**src/rtl/iofr_pkg.sv**
```systemverilog
package iofr_pkg;

  // Fault kinds presented with each translated client transaction outcome.
  typedef enum logic [3:0] {
    K_NONE,
    K_S1,
    K_S2_TRANS,
    K_S2_PERM,
    K_EXT,
    K_INV_CTX,
    K_UNIMPL_CB,
    K_UNIMPL_IRPT,
    K_GLB_OTHER
  } iofr_kind_e;

  // Context bank fault status layout.
  localparam int CS_TF = 0;
  localparam int CS_PF = 1;
  localparam int CS_EF = 2;
  localparam int CS_MULTI = 3;
  localparam int CS_SS = 4;
  localparam int CTX_BITS = 3;
  localparam int CS_W = 5;

  // Global fault status layout.
  localparam int GS_ICF = 0;
  localparam int GS_UCBF = 1;
  localparam int GS_UCIF = 2;
  localparam int GS_OTHER = 3;
  localparam int GS_MULTI = 4;
  localparam int GL_BITS = 4;
  localparam int GS_W = 5;

  // Syndrome layout, shared by context and global syndrome.
  localparam int SYN_NS = 0;
  localparam int SYN_PNU = 1;
  localparam int SYN_IND = 2;
  localparam int SYN_S1WALK = 3;
  localparam int GSYN_NESTED = 3;
  localparam int ATTR_W = 3;
  localparam int SYN_W = 4;

  // Override configuration encoding.
  localparam logic [1:0] OVR_KEEP = 2'h0;
  localparam logic [1:0] OVR_ZERO = 2'h2;
  localparam logic [1:0] OVR_ONE = 2'h3;

  // Reset values.
  localparam logic RST_BIT = 1'h0;

endpackage

```
**src/rtl/iofr_fault_recording.sv**
```systemverilog
module iofr_fault_recording
  import iofr_pkg::*;
#(
  parameter int NP = 2,
  parameter int NUM_CB = 4,
  parameter int AW = 48,
  parameter int CBW = 2
) (
  // Clock and reset
  input wire logic clk,
  input wire logic resetn,
  // Translated client transaction outcome, one per port
  input wire logic [NP-1:0] in_valid,
  input wire iofr_kind_e [NP-1:0] in_kind,
  input wire logic [NP-1:0][CBW-1:0] in_cb,
  input wire logic [NP-1:0][CBW-1:0] in_s2cb,
  input wire logic [NP-1:0] in_nested,
  input wire logic [NP-1:0] in_s1walk,
  input wire logic [NP-1:0][AW-1:0] in_va,
  input wire logic [NP-1:0][AW-1:0] in_ipa,
  // Incoming attributes and per-stream overrides
  input wire logic [NP-1:0] instruction_attr,
  input wire logic [NP-1:0] privileged_attr,
  input wire logic [NP-1:0] nonsecure_attribute,
  input wire logic [NP-1:0] in_secure,
  input wire logic [NP-1:0][1:0] instruction_override_cfg,
  input wire logic [NP-1:0][1:0] privilege_override_cfg,
  input wire logic [NP-1:0][1:0] secure_state_override_cfg,
  // Per-bank control
  input wire logic [NUM_CB-1:0] fault_report_enable,
  input wire logic [NUM_CB-1:0] hit_under_fault_ctrl,
  input wire logic [NUM_CB-1:0] stall_on_fault,
  input wire logic [NUM_CB-1:0] stall_resume,
  // Acknowledge writes
  input wire logic [NUM_CB-1:0] ctx_ack_en,
  input wire logic [CS_MULTI:0] ctx_ack_data,
  input wire logic gl_ack_en,
  input wire logic [GS_MULTI:0] gl_ack_data,
  // Address translation operations
  input wire logic [NUM_CB-1:0] op_done,
  input wire logic [NUM_CB-1:0] op_s2_fault,
  input wire logic gop_done,
  input wire logic gop_fault,
  input wire logic gop_ack,
  // Client responses
  output logic [NP-1:0] resp_valid,
  output logic [NP-1:0] resp_abort,
  output logic [NP-1:0] resp_stall,
  // Context bank records
  output wire logic [NUM_CB-1:0][CS_W-1:0] context_fault_status,
  output wire logic [NUM_CB-1:0][SYN_W-1:0] context_fault_syndrome,
  output wire logic [NUM_CB-1:0][AW-1:0] context_fault_address,
  output logic [NUM_CB-1:0] xlate_op_terminated,
  // Global record
  output wire logic [GS_W-1:0] global_fault_status,
  output wire logic [SYN_W-1:0] global_fault_syndrome0,
  output logic global_xlate_fault
);

  localparam int CDW = SYN_W + AW;

  function automatic logic ovr(logic v, logic [1:0] c);
    ovr = (c == OVR_ZERO) ? 1'b0 : (c == OVR_ONE) ? 1'b1 : v;
  endfunction

  function automatic logic kind_s2(iofr_kind_e k);
    kind_s2 = (k == K_S2_TRANS) || (k == K_S2_PERM) || (k == K_EXT);
  endfunction

  function automatic logic kind_glb(iofr_kind_e k);
    kind_glb = (k == K_INV_CTX) || (k == K_UNIMPL_CB) ||
               (k == K_UNIMPL_IRPT) || (k == K_GLB_OTHER);
  endfunction

  function automatic int lowest(logic [NP-1:0] v);
    lowest = 0;
    for (int i = NP - 1; i >= 0; i--) begin
      if (v[i]) begin
        lowest = i;
      end
    end
  endfunction

  function automatic logic many(logic [NP-1:0] v);
    many = |(v & (v - 1'b1));
  endfunction

  // Per-port decode.
  logic [NP-1:0] blocked, is_s2, stall_now, rec_ctx, rec_glb;
  logic [NP-1:0] term_nested, abort_nxt, resume_mine;
  logic [NP-1:0][CDW-1:0] ctx_det;
  logic [NP-1:0][CTX_BITS-1:0] ctx_bits;
  logic [NP-1:0][GL_BITS-1:0] glb_bits;
  logic [NP-1:0][ATTR_W-1:0] raw_attr;
  logic [NP-1:0][CBW-1:0] stall_cb_r;
  logic [NUM_CB-1:0] s2_aborted_r;
  logic nested_r;

  genvar p;
  generate
    for (p = 0; p < NP; p++) begin : g_port
      logic eff_ind, eff_pnu, eff_ns;
      logic [AW-1:0] rec_addr;

      assign is_s2[p] = kind_s2(in_kind[p]);
      // A nested transaction on a stage 2 bank that already aborted, with
      // hit-under-fault clear, is ended without any translation or context record.
      assign blocked[p] = in_valid[p] & in_nested[p] &
                          s2_aborted_r[in_s2cb[p]] &
                          ~hit_under_fault_ctrl[in_s2cb[p]];
      assign stall_now[p] = in_valid[p] & is_s2[p] & ~blocked[p] &
                            stall_on_fault[in_cb[p]];
      // Stage 2 kinds land in the stage 2 bank named by in_cb only; the
      // stage 1 bank sees nothing, even for a walk fault.
      assign rec_ctx[p] = in_valid[p] & ~blocked[p] &
                          (is_s2[p] | (in_kind[p] == K_S1));
      assign rec_glb[p] = in_valid[p] & kind_glb(in_kind[p]);
      assign term_nested[p] = rec_ctx[p] & is_s2[p] & in_nested[p] &
                              ~stall_now[p];
      assign abort_nxt[p] = blocked[p] ? fault_report_enable[in_s2cb[p]] :
                            rec_glb[p] ? 1'b1 :
                            (rec_ctx[p] & ~stall_now[p]) ?
                            fault_report_enable[in_cb[p]] : 1'b0;

      // Extra attributes, if ever added, must be taken from these
      // post-override values too.
      assign eff_ind = ovr(instruction_attr[p],
                           instruction_override_cfg[p]);
      assign eff_pnu = ovr(privileged_attr[p], privilege_override_cfg[p]);
      assign eff_ns = in_secure[p] ?
                      ovr(nonsecure_attribute[p],
                          secure_state_override_cfg[p]) :
                      nonsecure_attribute[p];
      assign raw_attr[p] = {instruction_attr[p], privileged_attr[p],
                            nonsecure_attribute[p]};
      assign rec_addr = (in_nested[p] || in_kind[p] == K_S1) ?
                        in_va[p] : in_ipa[p];
      assign ctx_det[p] = {in_nested[p] & in_s1walk[p] & is_s2[p],
                           eff_ind, eff_pnu, eff_ns, rec_addr};
      assign ctx_bits[p] = {in_kind[p] == K_EXT, in_kind[p] == K_S2_PERM,
                            (in_kind[p] == K_S2_TRANS) ||
                            (in_kind[p] == K_S1)};
      assign glb_bits[p] = {in_kind[p] == K_GLB_OTHER,
                            in_kind[p] == K_UNIMPL_IRPT,
                            in_kind[p] == K_UNIMPL_CB,
                            in_kind[p] == K_INV_CTX};
      assign resume_mine[p] = resp_stall[p] & stall_resume[stall_cb_r[p]];

      always_ff @(posedge clk or negedge resetn) begin
        if (!resetn) begin
          resp_valid[p] <= RST_BIT;
          resp_abort[p] <= RST_BIT;
          resp_stall[p] <= RST_BIT;
          stall_cb_r[p] <= {CBW{RST_BIT}};
        end else begin
          resp_valid[p] <= (in_valid[p] & ~stall_now[p]) | resume_mine[p];
          resp_abort[p] <= in_valid[p] & abort_nxt[p];
          resp_stall[p] <= stall_now[p] | (resp_stall[p] & ~resume_mine[p]);
          if (stall_now[p]) begin
            stall_cb_r[p] <= in_cb[p];
          end
        end
      end

    end
  endgenerate

  // Context banks.
  logic [NUM_CB-1:0][NP-1:0] bhit, bstall, bterm;
  logic [NUM_CB-1:0][CDW-1:0] cap_det;

  genvar b;
  generate
    for (b = 0; b < NUM_CB; b++) begin : g_bank
      logic pend;

      for (p = 0; p < NP; p++) begin : g_hit
        assign bhit[b][p] = rec_ctx[p] & (in_cb[p] == CBW'(b));
        assign bstall[b][p] = stall_now[p] & (in_cb[p] == CBW'(b));
        assign bterm[b][p] = term_nested[p] & (in_cb[p] == CBW'(b));
      end
      assign cap_det[b] = ctx_det[lowest(bhit[b])];
      assign pend = |context_fault_status[b][CS_MULTI:0];

      iofr_record #(
        .SW(CTX_BITS),
        .DW(CDW)
      ) u_rec (
        .clk(clk),
        .resetn(resetn),
        .cap_valid(|bhit[b]),
        .cap_extra(many(bhit[b])),
        .cap_bits(ctx_bits[lowest(bhit[b])]),
        .cap_detail(cap_det[b]),
        .ack_en(ctx_ack_en[b]),
        .ack_bits(ctx_ack_data[CTX_BITS-1:0]),
        .ack_multi(ctx_ack_data[CS_MULTI]),
        .ss_set(|bstall[b]),
        .ss_clr(stall_resume[b]),
        .fault_bits(context_fault_status[b][CTX_BITS-1:0]),
        .multi(context_fault_status[b][CS_MULTI]),
        .ss(context_fault_status[b][CS_SS]),
        .detail({context_fault_syndrome[b], context_fault_address[b]})
      );

      // The abort mark holds until any acknowledge write to the bank clears
      // it; a new abort in that same cycle keeps it set.
      always_ff @(posedge clk or negedge resetn) begin
        if (!resetn) begin
          s2_aborted_r[b] <= RST_BIT;
          xlate_op_terminated[b] <= RST_BIT;
        end else begin
          s2_aborted_r[b] <= (|bterm[b]) |
                             (s2_aborted_r[b] & ~ctx_ack_en[b]);
          // Each bank keeps its own operation result, independent of the
          // client record held in the same bank.
          if (op_done[b]) begin
            xlate_op_terminated[b] <= op_s2_fault[b];
          end
        end
      end

    end
  endgenerate

  // Global record.
  logic [NP-1:0] s2_rec;
  logic gpend;

  assign s2_rec = rec_ctx & is_s2;
  assign gpend = |global_fault_status;

  iofr_record #(
    .SW(GL_BITS),
    .DW(ATTR_W)
  ) u_glb (
    .clk(clk),
    .resetn(resetn),
    .cap_valid(|rec_glb),
    .cap_extra(many(rec_glb)),
    .cap_bits(glb_bits[lowest(rec_glb)]),
    .cap_detail(raw_attr[lowest(rec_glb)]),
    .ack_en(gl_ack_en),
    .ack_bits(gl_ack_data[GL_BITS-1:0]),
    .ack_multi(gl_ack_data[GS_MULTI]),
    .ss_set(1'b0),
    .ss_clr(1'b0),
    .fault_bits(global_fault_status[GL_BITS-1:0]),
    .multi(global_fault_status[GS_MULTI]),
    .ss(),
    .detail(global_fault_syndrome0[ATTR_W-1:0])
  );

  assign global_fault_syndrome0[GSYN_NESTED] = nested_r;

  always_ff @(posedge clk or negedge resetn) begin
    if (!resetn) begin
      nested_r <= RST_BIT;
      global_xlate_fault <= RST_BIT;
    end else begin
      if (|s2_rec) begin
        nested_r <= in_nested[lowest(s2_rec)];
      end
      // Own flag, so a global operation never touches the client records.
      global_xlate_fault <= (gop_done & gop_fault) |
                            (global_xlate_fault & ~gop_ack);
    end
  end
endmodule

```
**src/rtl/iofr_record.sv**
```systemverilog
module iofr_record
  import iofr_pkg::*;
#(
  parameter int SW = 3,
  parameter int DW = 4
) (
  // Clock and reset
  input wire logic clk,
  input wire logic resetn,
  // Fault capture
  input wire logic cap_valid,
  input wire logic cap_extra,
  input wire logic [SW-1:0] cap_bits,
  input wire logic [DW-1:0] cap_detail,
  // Software acknowledge, write one to clear
  input wire logic ack_en,
  input wire logic [SW-1:0] ack_bits,
  input wire logic ack_multi,
  // Stall status
  input wire logic ss_set,
  input wire logic ss_clr,
  // Record
  output logic [SW-1:0] fault_bits,
  output logic multi,
  output logic ss,
  output logic [DW-1:0] detail
);

  logic pending;
  logic take_first;
  logic [SW-1:0] ack_mask;
  logic [SW-1:0] bits_nxt;
  logic multi_nxt;

  // The stall bit does not count as a pending fault; it is not acknowledged
  // by a write but released by the resume of the held transaction.
  assign pending = (|fault_bits) | multi;
  assign take_first = cap_valid & ~pending;
  assign ack_mask = ack_en ? ack_bits : {SW{1'b0}};
  assign bits_nxt = take_first ? cap_bits : (fault_bits & ~ack_mask);
  // A new fault in the cycle of an acknowledge still marks the multiple flag.
  assign multi_nxt = (cap_valid & (pending | cap_extra)) |
                     (multi & ~(ack_en & ack_multi));

  always_ff @(posedge clk or negedge resetn) begin
    if (!resetn) begin
      fault_bits <= {SW{RST_BIT}};
      multi <= RST_BIT;
      ss <= RST_BIT;
      detail <= {DW{RST_BIT}};
    end else begin
      fault_bits <= bits_nxt;
      multi <= multi_nxt;
      ss <= ss_set | (ss & ~ss_clr);
      if (take_first) begin
        detail <= cap_detail;
      end
    end
  end

endmodule
```
**config.mk**
```make
export PLATFORM = sky130hd
export DESIGN_NAME = iofr_fault_recording
export DESIGN_NICKNAME = d
export VERILOG_FILES = /design/src/rtl/iofr_pkg.sv /design/src/rtl/iofr_fault_recording.sv /design/src/rtl/iofr_record.sv
export SDC_FILE = /design/constraint.sdc
export NUM_CORES = 1
export LEC_CHECK = 0
export BUFFER_PORTS_ARGS = -buffer_cell sky130_fd_sc_hd__buf_2
export CORE_AREA = 2 2 202 204
export DETAILED_ROUTE_END_ITERATION = 7
export DIE_AREA = 0 0 204 206
export PLACE_DENSITY = 0.7
export SYNTH_ARGS = -nofsm -noshare
export SYNTH_HDL_FRONTEND = slang
export SYNTH_HIERARCHICAL = 1
export SYNTH_SLANG_ARGS = --single-unit
export TNS_END_PERCENT = 5
```
**constraint.sdc**
```tcl
create_clock -name clk -period 2.45 [get_ports clk]
set_input_delay 0.3675 -clock clk [delete_from_list [all_inputs] [get_ports clk]]
set_output_delay 0.3675 -clock clk [all_outputs]
set_load 0.02 [all_outputs]
```
==> results of run 1 <==
## routing by layer
metal	vias up	track usage
li1	5153	-
met1	5843	0.2815
met2	474	0.3845
met3	68	0.03627
met4	0	0.06056
met5	-	0
## worst reg2reg max path, delay by kind of cell (launching register included)
kind                   cells  cell delay [ps]
AOI/OAI and AO/OA          2              260
muxes                      3              980
and+or+nand+nor            1              150
DFF                        1              410
buffers and inverters      4              590
## sequential cells by signal (all words and copies together), names as in the netlist
signal,cells
resp_abort,2
u_glb/multi,1
g_bank.u_rec/detail,208
resp_valid,2
s2_aborted_r,4
nested_r,1
global_xlate_fault,1
g_bank.u_rec/fault_bits,12
u_glb/fault_bits,4
g_bank.u_rec/multi,4
xlate_op_terminated,4
resp_stall,2
g_bank.u_rec/ss,4
u_glb/detail,3
stall_cb_r,4
## report_power, final
group / internal [mW] / total [mW] / switching (mW)
Combinational: 3.02 / 6.49 / 3.47
Clock: 2.75 / 4.59 / 1.84
Sequential: 5.50 / 6.33 / 0.830
Total: 11.3 / 17.4 / 6.14
## what timing repair did
item | CTS | global route
hold buffers | 2 | 0
resized for setup | 5 | 14
buffers inserted | 1 | 8
cloned | 1 | 10
hold endpoints to repair | 73 | 0
pin swaps | 1 | 2
setup endpoints to repair | 182 | 211
## worst max path at each step
stage | startpoint | cells past startpoint | slack, ps | endpoint
floorplan | s2_aborted_r[3]$_DFF_PN0_ | 10 | 80 | g_bank[0].u_rec/detail[0]$_DFFE_PN0P_
global placement | hit_under_fault_ctrl[3] | 9 | -70 | g_bank[0].u_rec/detail[44]$_DFFE_PN0P_
detailed placement | hit_under_fault_ctrl[3] | 9 | -120 | g_bank[0].u_rec/detail[44]$_DFFE_PN0P_
CTS | s2_aborted_r[0]$_DFF_PN0_ | 9 | -50 | g_bank[1].u_rec/detail[50]$_DFFE_PN0P_
global route | s2_aborted_r[0]$_DFF_PN0_ | 10 | -120 | g_bank[0].u_rec/detail[44]$_DFFE_PN0P_
finish | s2_aborted_r[2]$_DFF_PN0_ | 10 | -50 | g_bank[0].u_rec/detail[44]$_DFFE_PN0P_
## layout make-up
type | instances | area [um^2]
tap | 532 | 665.6
fill | 3543 | 20070
sequential | 256 | 6406
multi-input combinational | 738 | 8015
clock inverter | 7 | 96.34
inverter | 17 | 63.81
clock buffer | 46 | 912.1
timing repair buffer | 618 | 3950
## per-stage QoR
| stage | TNS, ps | utilization | power (mW) | instances |
|---|---|---|---|---|
| after detailed placement | -10560 | 0.4638 | 12.83 | 2139 |
| after floorplan | 0 | - | 10.28 | 1080 |
| final | -2585 | 0.5004 | 17.42 | 2214 |
| after global placement | -3209 | 0.4638 | 12.69 | 2139 |
| after CTS | -1088 | 0.4910 | 17.50 | 2196 |
| after global routing | -13400 | 0.5004 | 18.15 | 2214 |
==> metrics.txt, run 1 <==
# TYPE chip_impl_metric gauge
chip_impl_metric{name="dpl.hpwl",unit="um"} 35970
chip_impl_info{name="critical_path.most_common_cell",value="sky130_fd_sc_hd__buf_12"} 1
chip_impl_info{name="worstSetupStartpointType",value="flop"} 1
chip_impl_metric{name="syn_area",unit="um^2"} 15090
chip_impl_info{name="final_cell_mix",value="523 x sky130_fd_sc_hd__buf_2, 322 x sky130_fd_sc_hd__mux2i_1, 256 x sky130_fd_sc_hd__dfrtp_1, 194 x sky130_fd_sc_hd__mux2_4, 44 x sky130_fd_sc_hd__buf_4"} 1
chip_impl_metric{name="cellPowerDensity",unit="nW/um^2"} 866.1
chip_impl_metric{name="worst-endpoint-arrival",unit="ps"} 2950
chip_impl_metric{name="start_util",unit=""} 0.3756
chip_impl_metric{name="top_level_pins",unit=""} 525
chip_impl_metric{name="detailroute.via_count",unit=""} 11540
chip_impl_info{name="critical_path_class",value="reg -> reg"} 1
chip_impl_metric{name="drv_slew",unit=""} 0
chip_impl_metric{name="tightestPinTransition",unit="ps"} 777.6
chip_impl_metric{name="post-place-ws",unit="ps"} -119.7
chip_impl_info{name="rsz0062_at_grt",value="yes"} 1
chip_impl_info{name="cts.root.buffer_cell",value="sky130_fd_sc_hd__clkbuf_16"} 1
chip_impl_metric{name="core-area",unit="um^2"} 40180
chip_impl_metric{name="postSynthNetCount",unit=""} 1357
chip_impl_metric{name="route.detailed.drc",unit=""} 0
chip_impl_metric{name="timing.final.setup_violations",unit=""} 151
chip_impl_metric{name="fin_skew",unit="ps"} 13.42
chip_impl_info{name="clock_tree_from_tritoncts",value="yes"} 1
chip_impl_metric{name="cts.reportedPaths.clkPinSlew",unit="ps"} 60
chip_impl_metric{name="die_area",unit="um^2"} 42020
chip_impl_metric{name="drt-pass1-iter-count",unit=""} 5
chip_impl_metric{name="n_antenna_cell",unit=""} 0
chip_impl_metric{name="die_width",unit="um"} 204
chip_impl_metric{name="min_delay_path_depth",unit=""} 3
chip_impl_metric{name="timing.final.crit_share",unit=""} 1.021
chip_impl_metric{name="vdd.ir_drop.worst",unit="uV"} 511.2
chip_impl_metric{name="die-height",unit="um"} 206
chip_impl_metric{name="port_buffers",unit=""} 524
chip_impl_metric{name="clock.fmax",unit="MHz"} 399.7
chip_impl_metric{name="clock_tree.htree_level_count",unit=""} 1
chip_impl_metric{name="hold_viol_final",unit=""} 0
chip_impl_metric{name="design.final.nets",unit=""} 1938
chip_impl_metric{name="grt_max_degree",unit=""} 82
chip_impl_metric{name="met3_wirelength",unit="um"} 3316
chip_impl_info{name="worstHoldPathType",value="in -> reg"} 1
chip_impl_info{name="nature_of_the_critical_path_endpoint",value="flop"} 1
chip_impl_metric{name="detailedRoute.firstIterationViolations",unit=""} 594
chip_impl_metric{name="cts_made_buffers",unit=""} 30
chip_impl_info{name="failing_checks",value="setup timing"} 1
chip_impl_metric{name="hold-worst-slack",unit="ps"} 29.99
chip_impl_info{name="timing.critical_path.slowest_stage_cell",value="sky130_fd_sc_hd__mux4_2"} 1
chip_impl_info{name="critical_path.cell_chain",value="nor2b_4 -> mux4_2 -> a21oi_2 -> buf_6 -> buf_4 -> o2111ai_4 -> buf_12 -> buf_12 -> mux2i_1 -> mux2_4"} 1
chip_impl_metric{name="clock_sink_count",unit=""} 256
chip_impl_info{name="timing.rr.end",value="g_bank[0].u_rec/detail[44]$_DFFE_PN0P_"} 1
chip_impl_metric{name="layout_cells_sized_above_1",unit=""} 0.5523
chip_impl_metric{name="leakage_component_of_the_power",unit="nW"} 11.25
chip_impl_metric{name="crit_path_max_incr_delay",unit="ps"} 500
chip_impl_metric{name="synthesis.instances",unit=""} 1080
chip_impl_info{name="reg_to_reg_startpoint",value="s2_aborted_r[2]$_DFF_PN0_"} 1
chip_impl_metric{name="syn-mean-instance-area",unit="um^2"} 13.98
chip_impl_metric{name="groute.usage.overall",unit=""} 0.2200
chip_impl_metric{name="final_cell_area",unit="um^2"} 20110
chip_impl_metric{name="slew_headroom",unit=""} 0.4816
chip_impl_metric{name="setup_ws_final",unit="ps"} -51.67
chip_impl_metric{name="area_growth_synth_to_finish",unit="%"} 33.22
chip_impl_metric{name="rows",unit=""} 74
chip_impl_info{name="hold_start",value="gop_fault"} 1
chip_impl_metric{name="first_global_vias",unit=""} 11860
chip_impl_metric{name="timing.final.crit_period",unit="ps"} 2502
chip_impl_metric{name="cts-root-to-sink-buffers",unit=""} 3
chip_impl_metric{name="grt_first_pass_wirelength",unit="um"} 71370
chip_impl_metric{name="post_drt_via_cell_ratio",unit=""} 5.211
chip_impl_metric{name="gpl.final_weighted_congestion",unit=""} 0.9247
chip_impl_metric{name="grt_remaining_overflow",unit=""} 0
chip_impl_metric{name="r2r_cells",unit=""} 10
chip_impl_metric{name="number_of_nets_still_failing_antenna_checks_after_routing",unit=""} 0
chip_impl_info{name="critical_path.top_delay_family",value="multiplexers"} 1
chip_impl_metric{name="synth-warning-count",unit=""} 6
chip_impl_metric{name="drt-met1-wl",unit="um"} 21210
chip_impl_metric{name="routed_wl",unit="um"} 50570
chip_impl_metric{name="critical_path.max_fanout",unit=""} 14
chip_impl_metric{name="cp_data_required_time",unit="ps"} 2900
chip_impl_info{name="outcome",value="finished, violations left"} 1
chip_impl_metric{name="antenna_violations_before_repair",unit=""} 1
chip_impl_metric{name="worst-path-buf-inv",unit=""} 4
chip_impl_metric{name="maxCapViolations",unit=""} 0
chip_impl_info{name="final_common_cell",value="sky130_fd_sc_hd__buf_2"} 1
chip_impl_metric{name="routed_wire_length_per_instance",unit="um"} 22.84
chip_impl_info{name="whs_endpoint",value="global_xlate_fault$_DFF_PN0_"} 1
chip_impl_metric{name="placed_cell_area",unit="um^2"} 18640
chip_impl_metric{name="clk_latency",unit="ps"} 560
chip_impl_metric{name="routed-wl-met2",unit="um"} 24890
chip_impl_info{name="topRoutingLayerUsed",value="met4"} 1
chip_impl_metric{name="setup.reg_to_reg.worst_slack",unit="ps"} -50
Power figures use the tool's default switching activity.
==> run 2: changes to the inputs <==
--- a/config.mk
+++ b/config.mk
@@ -6,12 +6,12 @@
 export NUM_CORES = 1
 export LEC_CHECK = 0
 export BUFFER_PORTS_ARGS = -buffer_cell sky130_fd_sc_hd__buf_2
-export CORE_AREA = 2 2 202 204
+export CORE_ASPECT_RATIO = 0.7
+export CORE_MARGIN = 2
+export CORE_UTILIZATION = 30
 export DETAILED_ROUTE_END_ITERATION = 7
-export DIE_AREA = 0 0 204 206
-export PLACE_DENSITY = 0.7
+export PLACE_DENSITY = 0.6
 export SYNTH_ARGS = -nofsm -noshare
 export SYNTH_HDL_FRONTEND = slang
-export SYNTH_HIERARCHICAL = 1
 export SYNTH_SLANG_ARGS = --single-unit
 export TNS_END_PERCENT = 5
==> run 2 against run 1 <==
The flow now finishes without violations. Critical endpoint is now g_bank[2].u_rec.detail[45]$_DFFE_PN0P_. Non-clock buffer count up 29. Via count up 12%. Critical path depth down 1. Design area down 6.0%. Fmax up 3.3%. Final cell count up 7.0%. Clock skew down 3.5 ps. Sequential share of layout area up 2.0 points. Area after synthesis down 11%. Core utilization down 6.9 points. Setup slack better by 80 ps. Flip-flop and latch count unchanged.
==> metrics.txt, run 2 <==
# TYPE chip_impl_metric gauge
chip_impl_metric{name="fin_skew",unit="ps"} 9.973
chip_impl_metric{name="first_global_vias",unit=""} 13130
chip_impl_metric{name="final_cell_area",unit="um^2"} 18910
chip_impl_metric{name="syn_area",unit="um^2"} 13370
chip_impl_metric{name="nFillCells",unit=""} 4191
chip_impl_metric{name="vdd.ir_drop.worst",unit="uV"} 436.9
chip_impl_metric{name="detailedRoute.firstIterationViolations",unit=""} 1422
chip_impl_metric{name="rows",unit=""} 64
chip_impl_metric{name="number_of_flip_flops_under_the_largest_register_name",unit=""} 208
chip_impl_info{name="final_common_cell",value="sky130_fd_sc_hd__buf_2"} 1
chip_impl_info{name="worstSetupStartpointType",value="flop"} 1
chip_impl_info{name="netlist_top_cells_count",value="256 x sky130_fd_sc_hd__dfrtp_1, 144 x sky130_fd_sc_hd__nand2_1, 114 x sky130_fd_sc_hd__inv_1"} 1
chip_impl_metric{name="drt-pass1-iter-count",unit=""} 8
chip_impl_metric{name="worst-endpoint-arrival",unit="ps"} 2840
chip_impl_metric{name="groute.usage.overall",unit=""} 0.2243
chip_impl_info{name="worstHoldPathType",value="in -> reg"} 1
chip_impl_info{name="biggestRegsByFlops",value="g_bank.u_rec.detail: 208 flops, g_bank.u_rec.fault_bits: 12 flops"} 1
chip_impl_metric{name="start_util",unit=""} 0.3051
chip_impl_info{name="final_cell_mix",value="523 x sky130_fd_sc_hd__buf_2, 256 x sky130_fd_sc_hd__dfrtp_1, 144 x sky130_fd_sc_hd__nand2_1, 114 x sky130_fd_sc_hd__inv_1, 106 x sky130_fd_sc_hd__mux2i_1"} 1
chip_impl_metric{name="timing.final.crit_period",unit="ps"} 2421
chip_impl_metric{name="cts.reportedPaths.clkPinSlew",unit="ps"} 70
chip_impl_metric{name="area_used_by_multi_input_combinational_logic",unit="um^2"} 6172
chip_impl_info{name="nature_of_the_critical_path_endpoint",value="flop"} 1
chip_impl_metric{name="crit_path_max_incr_delay",unit="ps"} 490
chip_impl_metric{name="gpl.final_weighted_congestion",unit=""} 0.9345
chip_impl_metric{name="placed_cell_area",unit="um^2"} 17410
chip_impl_metric{name="cp_data_required_time",unit="ps"} 2860
chip_impl_info{name="yosysMostFrequentCell",value="sky130_fd_sc_hd__dfrtp_1"} 1
chip_impl_metric{name="leakage_component_of_the_power",unit="nW"} 9.039
chip_impl_metric{name="finish.cell_count_without_fillers",unit=""} 2368
chip_impl_metric{name="dpl.hpwl",unit="um"} 38950
chip_impl_info{name="timing.critical_path.slowest_stage_cell",value="sky130_fd_sc_hd__mux4_2"} 1
chip_impl_info{name="netlist.top_cell.by_area",value="sky130_fd_sc_hd__dfrtp_1"} 1
chip_impl_metric{name="routed_wire_length_per_instance",unit="um"} 23.75
chip_impl_info{name="critical_path_class",value="reg -> reg"} 1
chip_impl_metric{name="flop_and_latch_count_out_of_synthesis",unit=""} 256
chip_impl_metric{name="cts_made_buffers",unit=""} 27
chip_impl_metric{name="antenna_violations_before_repair",unit=""} 3
chip_impl_metric{name="die-height",unit="um"} 180.6
chip_impl_metric{name="core-area",unit="um^2"} 43800
chip_impl_metric{name="critical_path.max_fanout",unit=""} 8
chip_impl_metric{name="detailroute.via_count",unit=""} 12910
chip_impl_metric{name="clock_sink_count",unit=""} 256
chip_impl_metric{name="slew_headroom",unit=""} 0.5241
chip_impl_metric{name="number_of_nets_still_failing_antenna_checks_after_routing",unit=""} 0
chip_impl_info{name="cts.root.buffer_cell",value="sky130_fd_sc_hd__clkbuf_16"} 1
chip_impl_metric{name="design.final.nets",unit=""} 2027
chip_impl_info{name="critical_path.cell_chain",value="nor2b_4 -> mux4_2 -> buf_6 -> a211oi_2 -> buf_4 -> nor3b_4 -> buf_12 -> clkbuf_16 -> a222oi_1"} 1
chip_impl_info{name="rsz0062_at_grt",value="yes"} 1
chip_impl_metric{name="die_width",unit="um"} 256.3
chip_impl_metric{name="cellPowerDensity",unit="nW/um^2"} 835.4
chip_impl_metric{name="hold-worst-slack",unit="ps"} 47.79
chip_impl_metric{name="synthesis.instances",unit=""} 1178
chip_impl_metric{name="tightestPinTransition",unit="ps"} 713.9
chip_impl_info{name="yosys-top-cells-area",value="sky130_fd_sc_hd__dfrtp_1 48%, sky130_fd_sc_hd__mux2i_1 7.9%, sky130_fd_sc_hd__a222oi_1 7.6%"} 1
chip_impl_metric{name="grt_first_pass_wirelength",unit="um"} 81280
chip_impl_metric{name="timing.final.crit_share",unit=""} 0.9883
chip_impl_info{name="outcome",value="completed"} 1
chip_impl_metric{name="sequential_cell_area",unit="um^2"} 6406
chip_impl_metric{name="drv_slew",unit=""} 0
chip_impl_metric{name="clock.fmax",unit="MHz"} 413.0
chip_impl_metric{name="die_area",unit="um^2"} 46280
chip_impl_metric{name="number_of_enable_flip_flop_cells_after_synthesis",unit=""} 0
chip_impl_metric{name="yosys.cell_types.count",unit=""} 62
chip_impl_metric{name="grt_max_degree",unit=""} 84
chip_impl_metric{name="port_buffers",unit=""} 524
chip_impl_metric{name="grt_remaining_overflow",unit=""} 0
chip_impl_metric{name="clock_tree.htree_level_count",unit=""} 1
chip_impl_metric{name="tns",unit="ps"} 0
chip_impl_metric{name="dp_cells",unit=""} 2285
chip_impl_metric{name="setup.reg_to_reg.worst_slack",unit="ps"} 30
chip_impl_info{name="synth_ff_type",value="sky130_fd_sc_hd__dfrtp_1"} 1
chip_impl_metric{name="cts-root-to-sink-buffers",unit=""} 3
chip_impl_metric{name="syn-mean-instance-area",unit="um^2"} 11.35
chip_impl_metric{name="yosysTopAreaCellShare",unit=""} 0.4793
chip_impl_info{name="clock_tree_from_tritoncts",value="yes"} 1
chip_impl_metric{name="routed_wl",unit="um"} 56230
chip_impl_metric{name="layout_cells_sized_above_1",unit=""} 0.4805
chip_impl_metric{name="area_growth_synth_to_finish",unit="%"} 41.45
chip_impl_info{name="top_register",value="g_bank.u_rec.detail"} 1
chip_impl_metric{name="postSynthNetCount",unit=""} 1455
chip_impl_metric{name="maxCapViolations",unit=""} 0
chip_impl_metric{name="postLayoutCoreUtil",unit=""} 0.4316
chip_impl_metric{name="clk_latency",unit="ps"} 560
chip_impl_metric{name="asyncSetResetFlopFracSynth",unit=""} 1.000
chip_impl_metric{name="timing.final.setup_violations",unit=""} 0
chip_impl_metric{name="route.detailed.drc",unit=""} 0
chip_impl_metric{name="synth-warning-count",unit=""} 0
chip_impl_metric{name="hold_viol_final",unit=""} 0
chip_impl_metric{name="top_level_pins",unit=""} 525
chip_impl_metric{name="yosysSeqAreaShare",unit=""} 0.4793
chip_impl_metric{name="post_drt_via_cell_ratio",unit=""} 5.450
[run 2: logic make-up (layout without fill, tap and decap cells)]
family,count (synthesis),in the layout,share of synthesized area
XOR/XNOR,1,1,0.0006554
multiplexers,182,182,0.1510
buffers and inverters,218,811,0.07068
AND/OR/NAND/NOR,218,218,0.07602
other,0,3,0
flip-flops,256,256,0.4793
AO/OA/AOI/OAI,300,300,0.2201
adder cells (fa/ha/maj),3,3,0.002247
[run 2: per-stage QoR]
stage          worst slack (ps)  total power [mW]
2_1_floorplan             119.3             9.053
3_3_place_gp             -70.96             11.33
3_5_place_dp             -76.66             11.42
4_1_cts                  -3.550             15.87
5_1_grt                  -49.01             16.55
6_report                  28.55             15.79
[run 2: path summary, 6_finish.rpt]
| path | start | end | cells past startpoint |
|---|---|---|---|
| worst max-delay path | s2_aborted_r[1]$_DFF_PN0_ | g_bank[2].u_rec.detail[45]$_DFFE_PN0P_ | 9 |
| worst min-delay path | op_s2_fault[0] | xlate_op_terminated[0]$_DFFE_PN0P_ | 2 |
| worst max register to register | s2_aborted_r[1]$_DFF_PN0_ | g_bank[2].u_rec.detail[45]$_DFFE_PN0P_ | 9 |
| worst min register to register | xlate_op_terminated[1]$_DFFE_PN0P_ | xlate_op_terminated[1]$_DFFE_PN0P_ | 1 |
| max in group asynchronous | resetn | g_bank[0].u_rec.detail[45]$_DFFE_PN0P_ | 3 |
| min in group asynchronous | resetn | s2_aborted_r[0]$_DFF_PN0_ | 2 |
[run 2: timing repair]
action                                 4_1_cts  5_1_grt
resized for setup                           10       13
setup buffers                                6        8
endpoints found under the hold margin       71        0
hold buffers                                 3        0
setup endpoints to repair                  178      208
cloned                                       1       12
pin swaps                                    3       81
[run 2: routing by layer]
| metal | global-route usage | vias to the layer above | part of all wire |
|---|---|---|---|
| met3 | 0.05359 | 88 | 0.089 |
| li1 | - | 5667 | - |
| met1 | 0.3002 | 6437 | 0.42 |
| met2 | 0.3582 | 713 | 0.46 |
| met5 | 0 | - | 0 |
| met4 | 0.07111 | 0 | 0.033 |
[run 2: layout make-up]
class,count,area share
sequential,256,0.3388
multi-input combinational,704,0.3265
timing repair buffer,647,0.2230
clock buffer,40,0.04361
tap,594,0.03931
inverter,114,0.02263
clock inverter,10,0.005758
antenna,3,0.0003971
[run 2: power breakdown]
part | internal (mW) | switching, mW
clock | 2.53 | 1.84
sequential | 5.35 | 0.710
combinational | 2.15 | 3.21
total | 10.0 | 5.76
[run 2: worst max-delay path, delay by kind of cell, from the launching register on]
kind | cells | cell delay (ps)
AO/OA/AOI/OAI | 2 | 260
buffers and inverters | 4 | 730
flip-flops | 1 | 390
multiplexers | 1 | 490
AND/OR/NAND/NOR | 2 | 360
